<file path="src/logic/ddr_fmt_pkg.sv">
// shared constants and carriers of the ddr output formatter
package ddr_fmt_pkg;

    // ************************************************************
    // widths and structure
    // ************************************************************
    localparam int          SAMPLE_W      = 14;
    localparam int          PAIR_N        = 7;
    localparam int          PIPE_STAGES   = 3;
    localparam int          FIFO_DEPTH    = 2;
    localparam int          WORD_W        = SAMPLE_W + 1;

    // ************************************************************
    // timing
    // ************************************************************
    localparam int          CLOCK_MHZ     = 200;
    localparam int          RELOCK_CYCLES = 100;
    localparam logic [6:0]  RELOCK_LAST   = 7'h63;
    localparam logic [1:0]  PHASE_0       = 2'h0;
    localparam logic [1:0]  PHASE_135     = 2'h3;
    localparam int          DUTY_MIN_PCT  = 30;
    localparam int          DUTY_MAX_PCT  = 70;
    localparam int          CNT_W         = 12;

    // ************************************************************
    // carriers
    // ************************************************************
    typedef struct packed {
        logic                  range_exceed;
        logic [SAMPLE_W-1:0]   value;
    } sample_s;

    typedef struct packed {
        logic                  dcs_serial_bit;
        logic                  programming_mode_select;
        logic                  chip_select_level;
        logic [1:0]            phase_step;
        logic                  invert_clock;
    } out_ctrl_s;

    typedef enum logic [2:0] {
        ST_LOCKING = 3'b001,
        ST_LOW     = 3'b010,
        ST_HIGH    = 3'b100
    } tx_state_e;

endpackage : ddr_fmt_pkg

</file>
<file path="src/logic/sample_buffer.sv">
// two-entry sample buffer with valid and ready on both sides
`timescale 1ns/100ps
`default_nettype none
module sample_buffer
    import ddr_fmt_pkg::*;
(
    // clock and reset
    input  wire logic       i_clock,
    input  wire logic       i_rst_n,
    // fill side
    input  wire logic       i_in_valid,
    input  wire sample_s    i_in_data,
    output logic            o_in_ready,
    // drain side
    output logic            o_out_valid,
    output sample_s         o_out_data,
    input  wire logic       i_out_ready
);

    sample_s    mem_q [FIFO_DEPTH];
    logic       wr_ptr_q;
    logic       rd_ptr_q;
    logic [1:0] count_q;
    logic       push;
    logic       pop;

    assign push        = i_in_valid && (count_q != 2'h2);
    assign pop         = i_out_ready && (count_q != 2'h0);
    assign o_in_ready  = (count_q != 2'h2);
    assign o_out_valid = (count_q != 2'h0);

    always_ff @(posedge i_clock) begin
        if (push) begin
            mem_q[wr_ptr_q] <= i_in_data;
        end
    end

    // read data out of a register so the drain side never sees a mux glitch
    always_ff @(posedge i_clock or negedge i_rst_n) begin
        if (!i_rst_n) begin
            o_out_data <= '0;
        end else if (count_q == 2'h0 && push) begin
            o_out_data <= i_in_data;
        end else if (pop) begin
            o_out_data <= (count_q == 2'h2) ? mem_q[~rd_ptr_q] : i_in_data;
        end
    end

    always_ff @(posedge i_clock or negedge i_rst_n) begin
        if (!i_rst_n) begin
            wr_ptr_q <= 1'b0;
            rd_ptr_q <= 1'b0;
            count_q  <= 2'h0;
        end else begin
            if (push) begin
                wr_ptr_q <= ~wr_ptr_q;
            end
            if (pop) begin
                rd_ptr_q <= ~rd_ptr_q;
            end
            count_q <= count_q + {1'b0, push} - {1'b0, pop};
        end
    end

endmodule : sample_buffer
`default_nettype wire

</file>
<file path="src/logic/adc_ddr_output_formatter.sv">
// ddr output side of a 14-bit sampling converter with duty-cycle stabilizer control
`timescale 1ns/100ps
`default_nettype none
module adc_ddr_output_formatter
    import ddr_fmt_pkg::*;
(
    // clock and reset
    input  wire logic                 i_clock,
    input  wire logic                 i_rst_n,
    // encode clock pin
    input  wire logic                 i_sample_strobe_pos,
    // converter core result
    input  wire sample_s              i_core_sample,
    // control bits
    input  wire out_ctrl_s            i_ctrl,
    // ddr output pins
    output logic [PAIR_N-1:0]         o_ddr_pair,
    output logic                      o_range_exceed_flag_pos,
    output logic                      o_range_exceed_flag_neg,
    output logic                      o_fwd_clock_true,
    output logic                      o_fwd_clock_comp,
    // status
    output logic                      o_dcs_enabled,
    output logic                      o_relocking,
    output logic                      o_sample_dropped
);

    // ************************************************************
    // input synchronisers
    // ************************************************************
    logic        enc_meta_q;
    logic        enc_sync_q;
    logic        enc_prev_q;
    out_ctrl_s   ctrl_meta_q;
    out_ctrl_s   ctrl_sync_q;

    always_ff @(posedge i_clock or negedge i_rst_n) begin
        if (!i_rst_n) begin
            enc_meta_q  <= 1'b0;
            enc_sync_q  <= 1'b0;
            enc_prev_q  <= 1'b0;
            ctrl_meta_q <= '0;
            ctrl_sync_q <= '0;
        end else begin
            enc_meta_q  <= i_sample_strobe_pos;
            enc_sync_q  <= enc_meta_q;
            enc_prev_q  <= enc_sync_q;
            ctrl_meta_q <= i_ctrl;
            ctrl_sync_q <= ctrl_meta_q;
        end
    end

    logic enc_rise;
    logic enc_fall;

    assign enc_rise = enc_sync_q && !enc_prev_q;
    assign enc_fall = !enc_sync_q && enc_prev_q;

    // ************************************************************
    // stabilizer enable selection
    // ************************************************************
    logic dcs_en;

    // parallel mode follows the chip-select level, serial mode the register bit
    assign dcs_en = ctrl_sync_q.programming_mode_select
                  ? ctrl_sync_q.chip_select_level
                  : ctrl_sync_q.dcs_serial_bit;

    // ************************************************************
    // encode period tracking and relock
    // ************************************************************
    logic [CNT_W-1:0] period_cnt_q;
    logic [CNT_W-1:0] period_q;
    logic [CNT_W-1:0] high_cnt_q;
    logic [6:0]       lock_cnt_q;
    logic             locked_q;
    logic             dcs_en_q;
    logic             freq_change;
    logic             stopped;

    assign freq_change = enc_rise && (period_cnt_q != period_q);
    // an encode clock that has not toggled for a whole counter span counts as stopped
    assign stopped     = (period_cnt_q == '1);

    always_ff @(posedge i_clock or negedge i_rst_n) begin
        if (!i_rst_n) begin
            period_cnt_q <= '0;
            period_q     <= '0;
            high_cnt_q   <= '0;
        end else begin
            if (enc_rise) begin
                period_cnt_q <= CNT_W'(1);
                period_q     <= period_cnt_q;
            end else if (!stopped) begin
                period_cnt_q <= period_cnt_q + CNT_W'(1);
            end
            if (enc_rise) begin
                high_cnt_q <= CNT_W'(1);
            end else if (enc_sync_q && !stopped) begin
                high_cnt_q <= high_cnt_q + CNT_W'(1);
            end
        end
    end

    // relock: count encode cycles after any disturbance
    always_ff @(posedge i_clock or negedge i_rst_n) begin
        if (!i_rst_n) begin
            lock_cnt_q <= 7'h00;
            locked_q   <= 1'b0;
            dcs_en_q   <= 1'b0;
        end else begin
            dcs_en_q <= dcs_en;
            if (!dcs_en) begin
                locked_q   <= 1'b1;
                lock_cnt_q <= 7'h00;
            end else if (stopped || freq_change || !dcs_en_q) begin
                locked_q   <= 1'b0;
                lock_cnt_q <= 7'h00;
            end else if (enc_rise && !locked_q) begin
                if (lock_cnt_q == RELOCK_LAST) begin
                    locked_q <= 1'b1;
                end else begin
                    lock_cnt_q <= lock_cnt_q + 7'h01;
                end
            end
        end
    end

    // ************************************************************
    // internal half-cycle mark
    // ************************************************************
    logic [CNT_W-1:0] half_point;
    logic [CNT_W-1:0] quarter;
    logic             mid_edge;

    assign half_point = {1'b0, period_q[CNT_W-1:1]};
    assign quarter    = {2'b00, period_q[CNT_W-1:2]};
    // with stabilizer on the second edge sits mid-period whatever the input duty
    assign mid_edge   = dcs_en ? (period_cnt_q == half_point) : enc_fall;

    // ************************************************************
    // pipeline: sample taken on encode rise
    // ************************************************************
    sample_s pipe_q [PIPE_STAGES];

    genvar g;
    generate
        for (g = 0; g < PIPE_STAGES; g++) begin : g_pipe
            always_ff @(posedge i_clock or negedge i_rst_n) begin
                if (!i_rst_n) begin
                    pipe_q[g] <= '0;
                end else if (enc_rise) begin
                    // flag travels in the same word so its latency matches
                    pipe_q[g] <= (g == 0) ? i_core_sample : pipe_q[(g == 0) ? 0 : g-1];
                end
            end
        end
    endgenerate

    logic    buf_in_ready;
    logic    buf_out_valid;
    sample_s buf_out_data;
    logic    buf_pop;

    sample_buffer u_buffer (
        .i_clock     (i_clock),
        .i_rst_n     (i_rst_n),
        .i_in_valid  (enc_rise && locked_q),
        .i_in_data   (pipe_q[PIPE_STAGES-1]),
        .o_in_ready  (buf_in_ready),
        .o_out_valid (buf_out_valid),
        .o_out_data  (buf_out_data),
        .i_out_ready (buf_pop)
    );

    // ************************************************************
    // ddr transmit state machine
    // ************************************************************
    tx_state_e state_q;
    sample_s   word_q;

    assign buf_pop = enc_rise && (state_q != ST_LOCKING);

    always_ff @(posedge i_clock or negedge i_rst_n) begin
        if (!i_rst_n) begin
            state_q <= ST_LOCKING;
            word_q  <= '0;
        end else begin
            case (state_q)
                ST_LOCKING: begin
                    if (locked_q && buf_out_valid) begin
                        state_q <= ST_HIGH;
                    end
                end
                ST_HIGH: begin
                    if (!locked_q) begin
                        state_q <= ST_LOCKING;
                    end else if (mid_edge) begin
                        state_q <= ST_LOW;
                    end
                end
                ST_LOW: begin
                    // a rise that starts a relock must not open a one-cycle high half
                    if (!locked_q || freq_change) begin
                        state_q <= ST_LOCKING;
                    end else if (enc_rise) begin
                        state_q <= ST_HIGH;
                    end
                end
                default: begin
                    state_q <= ST_LOCKING;
                end
            endcase
            if (buf_pop && buf_out_valid) begin
                word_q <= buf_out_data;
            end
        end
    end

    // ************************************************************
    // output data and flag
    // ************************************************************
    logic [PAIR_N-1:0] pair_q;
    logic              flag_q;

    generate
        for (g = 0; g < PAIR_N; g++) begin : g_pair
            always_ff @(posedge i_clock or negedge i_rst_n) begin
                if (!i_rst_n) begin
                    pair_q[g] <= 1'b0;
                end else if (state_q == ST_LOW) begin
                    pair_q[g] <= word_q.value[2*g];
                end else begin
                    pair_q[g] <= word_q.value[2*g+1];
                end
            end
        end
    endgenerate

    // one more stage so data and flag leave on the same edge as the forwarded clock
    always_ff @(posedge i_clock or negedge i_rst_n) begin
        if (!i_rst_n) begin
            flag_q                  <= 1'b0;
            o_ddr_pair              <= '0;
            o_range_exceed_flag_pos <= 1'b0;
            o_range_exceed_flag_neg <= 1'b1;
        end else begin
            flag_q                  <= word_q.range_exceed;
            o_ddr_pair              <= pair_q;
            o_range_exceed_flag_pos <= flag_q;
            o_range_exceed_flag_neg <= !flag_q;
        end
    end

    // ************************************************************
    // forwarded clock with phase delay
    // ************************************************************
    logic [1:0]       phase_eff;
    logic [CNT_W-1:0] shift_cnt;
    logic [CNT_W-1:0] phase_off;
    logic             base_clk;
    logic             base_prev_q;
    logic             delayed_q;
    logic [CNT_W-1:0] dly_cnt_q;
    logic             pend_q;

    // phase steps only act with the stabilizer on; otherwise zero shift
    assign phase_eff = dcs_en ? ctrl_sync_q.phase_step : PHASE_0;
    // 45 is an eighth of the period, 90 a quarter, 135 a quarter plus an eighth
    assign phase_off = {1'b0, quarter[CNT_W-1:1]};
    assign shift_cnt = (phase_eff[1] ? quarter : '0) + (phase_eff[0] ? phase_off : '0);
    assign base_clk  = (state_q == ST_HIGH);

    always_ff @(posedge i_clock or negedge i_rst_n) begin
        if (!i_rst_n) begin
            base_prev_q <= 1'b0;
            delayed_q   <= 1'b0;
            dly_cnt_q   <= '0;
            pend_q      <= 1'b0;
        end else begin
            base_prev_q <= base_clk;
            if (base_clk != base_prev_q) begin
                if (shift_cnt == '0) begin
                    delayed_q <= base_clk;
                end else begin
                    pend_q    <= 1'b1;
                    dly_cnt_q <= shift_cnt;
                end
            end else if (pend_q) begin
                if (dly_cnt_q == CNT_W'(1)) begin
                    pend_q    <= 1'b0;
                    delayed_q <= base_prev_q;
                end else begin
                    dly_cnt_q <= dly_cnt_q - CNT_W'(1);
                end
            end
        end
    end

    always_ff @(posedge i_clock or negedge i_rst_n) begin
        if (!i_rst_n) begin
            o_fwd_clock_true <= 1'b0;
            o_fwd_clock_comp <= 1'b1;
            o_dcs_enabled    <= 1'b0;
            o_relocking      <= 1'b1;
            o_sample_dropped <= 1'b0;
        end else begin
            o_fwd_clock_true <= delayed_q ^ ctrl_sync_q.invert_clock;
            o_fwd_clock_comp <= !(delayed_q ^ ctrl_sync_q.invert_clock);
            o_dcs_enabled    <= dcs_en;
            o_relocking      <= !locked_q;
            o_sample_dropped <= enc_rise && locked_q && !buf_in_ready;
        end
    end

endmodule : adc_ddr_output_formatter
`default_nettype wire

</file>
<file path="config.mk">
export PLATFORM = sky130hd
export DESIGN_NAME = adc_ddr_output_formatter
export DESIGN_NICKNAME = d
export VERILOG_FILES = /design/src/logic/ddr_fmt_pkg.sv /design/src/logic/sample_buffer.sv /design/src/logic/adc_ddr_output_formatter.sv
export SDC_FILE = /design/constraint.sdc
export NUM_CORES = 1
export LEC_CHECK = 0
export BUFFER_PORTS_ARGS = -buffer_cell sky130_fd_sc_hd__buf_2
export CORE_MARGIN = 3
export CORE_UTILIZATION = 58
export CTS_BUF_LIST = sky130_fd_sc_hd__clkbuf_2 sky130_fd_sc_hd__clkbuf_4 sky130_fd_sc_hd__clkbuf_8
export DETAILED_ROUTE_END_ITERATION = 10
export GPL_TIMING_DRIVEN = 0
export PLACE_DENSITY = 0.79
export SLEW_MARGIN = 20
export SYNTH_ARGS = -nofsm -noshare
export SYNTH_HDL_FRONTEND = slang
export SYNTH_SLANG_ARGS = --single-unit
</file>
<file path="constraint.sdc">
create_clock -name i_clock -period 3 [get_ports i_clock]
set_clock_uncertainty 0.05 [all_clocks]
set_input_delay 0.45 -clock i_clock [delete_from_list [all_inputs] [get_ports i_clock]]
set_output_delay 0.45 -clock i_clock [all_outputs]
set_load 0.01 [all_outputs]
</file>
==> results.cfg <==
[worst_setup_path]
critPathRequiredTime_ps = 3360
largest_fanout_of_any_net_on_the_critical_path = 7
r2r_slack_ps = -460
arrival_ps = 3820
r2r_cells = 15
startpoint_type = register
worstSetupEndpointType = register
critical_path_class = register to register
timing.rr.end = delayed_q
crit-reg2reg-launch = ctrl_sync_q[4]

[placement]
routabilityCongestion = 0.895
port_buffers = 37
placed_area_um2 = 9390
hpwl_um = 11500

[logic_synthesis]
asyncSetResetFlopFracSynth = 0.847
synth-simple-area-share = 0.186
synth_top_cells_by_area = sky130_fd_sc_hd__dfrtp_1 46%, sky130_fd_sc_hd__edfxtp_1 10%, sky130_fd_sc_hd__nand2_1 9.0%
synth_xor_area_frac = 0.0437
synth_adder_area_share = 0.0264
flops_latches_synth = 196
synth_mux_area_frac = 0.0519
synthesis.area_per_instance_um2 = 10.4
synth_top_flop_cell = sky130_fd_sc_hd__dfrtp_1
synth_nets = 893
yosys.area.top_type = sky130_fd_sc_hd__dfrtp_1
syn-cell-area_um2 = 8820
synth-edff-count = 30
yosysUniqueCellTypes = 61
synth_cells = 851
synth_compound_area_frac = 0.0915
warnings_synthesis = 0
synth.yosys.seq_area_share = 0.573
dominant_combinational_cell_family_by_area_after_synthesis = simple AND/OR/NAND/NOR gates
post-synth-top-area-fraction = 0.459

[sta]
fmax_mhz = 289
setup_slack_ps = -456
totalNegativeSetupSlack_ps = -4120
final_period_minus_worst_setup_slack_ps = 3460
timing_worst_slew_pin_value_ps = 1060
post_route_fraction_of_the_period_consumed_by_the_critical_path = 1.15
max-slew-margin-rel = 0.286
setup-violations-final = 14
rsz_0062_raised_after_global_routing = yes
hold_viol = 0
slew_viol_final = 0

[route]
drt_pre_antenna_iters = 5
drtIter0Drc = 577
final_antenna_net_count = 0
detail_route.wl_per_cell_um = 15.1
via_per_inst = 5.53
dr_total_vias = 6304
detail_route.wirelength_um = 17200
drc = 0

[run_status]
outcome = finished with violations
violations_in_the_final_reports = negative setup slack

[power_and_ir_drop]
static-leakage-power_nw = 4.83
power_per_cell_area_nw_per_um2 = 739
vdd_drop_max_uv = 589
power.total_mw = 7.58

[cells_and_area]
fin_area_um2 = 10300
top_library_cells_by_usage_in_the_layout_fill_and_taps_aside = 209 x sky130_fd_sc_hd__nand2_1, 162 x sky130_fd_sc_hd__dfrtp_1, 42 x sky130_fd_sc_hd__nor2_1, 42 x sky130_fd_sc_hd__buf_2, 39 x sky130_fd_sc_hd__a21oi_1
finalNetCount = 985
synthToLayoutAreaGrowth_pct = 16.2
layout-drive-gt1-share = 0.191
final_util = 0.698
mostFrequentLayoutCell = sky130_fd_sc_hd__nand2_1
antenna_cells_inserted = 0

[floorplanning]
floorplan.die_area_um2 = 16700
starting_density_of_the_core = 0.600
die_height_um = 129
num_rows = 44
design.portCount = 38
width_of_the_die_um = 129
core_area_um2 = 14700

[global_route]
grt_use_total = 0.216
initial_antenna_violation_count = 0
grt_first_pass_wirelength_um = 28800
overflow = 0
number_of_global_route_vias_before_repair = 5982
grt_start_max_net_pins = 74

[clocking]
clk_transition_reported_paths_ps = 90
clk_root_buffer_cell = sky130_fd_sc_hd__clkbuf_8
clock_path_buffers = 2
clk-insertion-delay-late_ps = 480
clkSinkCount = 196
htree_levels = 4
tritoncts = yes
cts_buffers = 17

[job]
timing.max_cap.violations = 0

[min_path]
whs_path_depth = 1
hold_path_startpoint = i_ctrl[0]
worst_hold_path_type = input pin to register
hold_end = ctrl_meta_q[0]
[stage by stage]
stage	worst slack [ps]	std cells	hold WS [ps]
final	-456	1140	37.9
after CTS	-430	1128	7.91
after global placement	-1070	1072	281
after floorplan	-171	851	104
after global routing	-562	1140	3.42
after detailed placement	-710	1074	271
[kinds of logic (layout without fill, tap and decap cells)]
group | Yosys count | count (layout)
XOR/XNOR | 44 | 44
multiplexers | 43 | 43
AND/OR/NAND/NOR | 363 | 363
AO/OA/AOI/OAI | 127 | 127
adder cells (fa/ha/maj) | 18 | 18
buffers and inverters | 60 | 165
flip-flops | 196 | 196
[report_power, final]
group | internal (mW) | switching (mW) | total, mW
combinational | 1.01 | 1.24 | 2.25
clock | 0.593 | 0.958 | 1.55
sequential | 3.36 | 0.418 | 3.78
[critical path, stage by stage, from the launching register on]
cell and delay [ps]:
sky130_fd_sc_hd__dfrtp_1 420, sky130_fd_sc_hd__mux2i_4 200, sky130_fd_sc_hd__inv_2 110, sky130_fd_sc_hd__buf_8 120, sky130_fd_sc_hd__and3_4 190, sky130_fd_sc_hd__ha_4 140
sky130_fd_sc_hd__inv_2 40, sky130_fd_sc_hd__fa_2 340, sky130_fd_sc_hd__nand2b_4 160, sky130_fd_sc_hd__a211oi_4 270, sky130_fd_sc_hd__o21a_2 210, sky130_fd_sc_hd__o22ai_1 80
sky130_fd_sc_hd__or4b_1 530, sky130_fd_sc_hd__buf_6 160, sky130_fd_sc_hd__o41ai_2 190, sky130_fd_sc_hd__o41a_1 190
[cell usage after synthesis (3+ instances only)]
master,n
sky130_fd_sc_hd__xnor2_1,21
sky130_fd_sc_hd__and4_1,3
sky130_fd_sc_hd__and2_1,4
sky130_fd_sc_hd__a21oi_1,41
sky130_fd_sc_hd__nor2b_1,3
sky130_fd_sc_hd__mux2i_1,21
sky130_fd_sc_hd__a21o_1,3
sky130_fd_sc_hd__nor2_1,43
sky130_fd_sc_hd__nand2b_1,6
sky130_fd_sc_hd__o2bb2ai_1,5
sky130_fd_sc_hd__buf_2,7
sky130_fd_sc_hd__o21a_1,3
sky130_fd_sc_hd__nor4_1,4
sky130_fd_sc_hd__edfxtp_1,30
sky130_fd_sc_hd__dfstp_2,4
sky130_fd_sc_hd__and3_1,22
sky130_fd_sc_hd__buf_1,5
sky130_fd_sc_hd__o211a_1,3
sky130_fd_sc_hd__o21ai_0,37
sky130_fd_sc_hd__clkbuf_1,29
sky130_fd_sc_hd__nor3_1,16
sky130_fd_sc_hd__o211ai_1,3
sky130_fd_sc_hd__nor3b_1,3
sky130_fd_sc_hd__o22ai_1,4
sky130_fd_sc_hd__a211o_1,4
sky130_fd_sc_hd__ha_1,17
sky130_fd_sc_hd__inv_1,16
sky130_fd_sc_hd__or3_1,13
sky130_fd_sc_hd__nand2_1,211
sky130_fd_sc_hd__dfrtp_1,162
sky130_fd_sc_hd__nand4_1,15
sky130_fd_sc_hd__nand3_1,12
sky130_fd_sc_hd__xor2_1,23
sky130_fd_sc_hd__mux2_2,22
[per-layer routing]
metal  track usage  vias to the layer above  share of wire
li1              -                     3111              -
met1         0.301                     3042           0.47
met2         0.340                      124           0.47
met3        0.0486                       27          0.041
met4        0.0723                        0          0.016
met5             0                        -              0
[cell type report]
cell class | instances | area, µm²
sequential | 196 | 5060
fill | 1075 | 4440
multi-input combinational | 595 | 3800
timing repair buffer | 73 | 543
clock buffer | 17 | 234
tap | 184 | 230
buffer | 44 | 211
clock inverter | 15 | 120
inverter | 16 | 60.1
[how the worst max path moves through the flow]
| stage | cells after the start | slack [ps] | to | from |
|---|---|---|---|---|
| final | 15 | -460 | delayed_q | ctrl_sync_q[4] |
| after global placement | 1 | -1070 | ctrl_meta_q[3] | i_rst_n |
| after global routing | 15 | -560 | delayed_q | ctrl_sync_q[4] |
| after floorplan | 15 | -170 | delayed_q | ctrl_sync_q[4] |
| after detailed placement | 12 | -710 | delayed_q | ctrl_sync_q[4] |
| after CTS | 15 | -430 | delayed_q | ctrl_sync_q[4] |
[flip-flops by register name, indices dropped and copies added, names as in the netlist, 2 cells and up]
register             cells
ctrl_meta_q              6
ctrl_sync_q              6
dly_cnt_q               12
lock_cnt_q               7
o_ddr_pair               7
pair_q                   7
period_cnt_q            12
period_q                12
pipe_q                  45
state_q                  3
u_buffer.count_q         2
u_buffer.mem_q          30
u_buffer.o_out_data     15
word_q                  15
[timing repair]
item | in CTS | in global routing
hold buffers | 7 | 0
setup endpoints to repair | 14 | 14
buffers inserted | 16 | 12
endpoints found under the hold margin | 36 | 0
cloned | 0 | 0
pin swaps | 17 | 10
gates resized for setup | 30 | 14
Note: power is estimated with default switching activity, not from simulation.
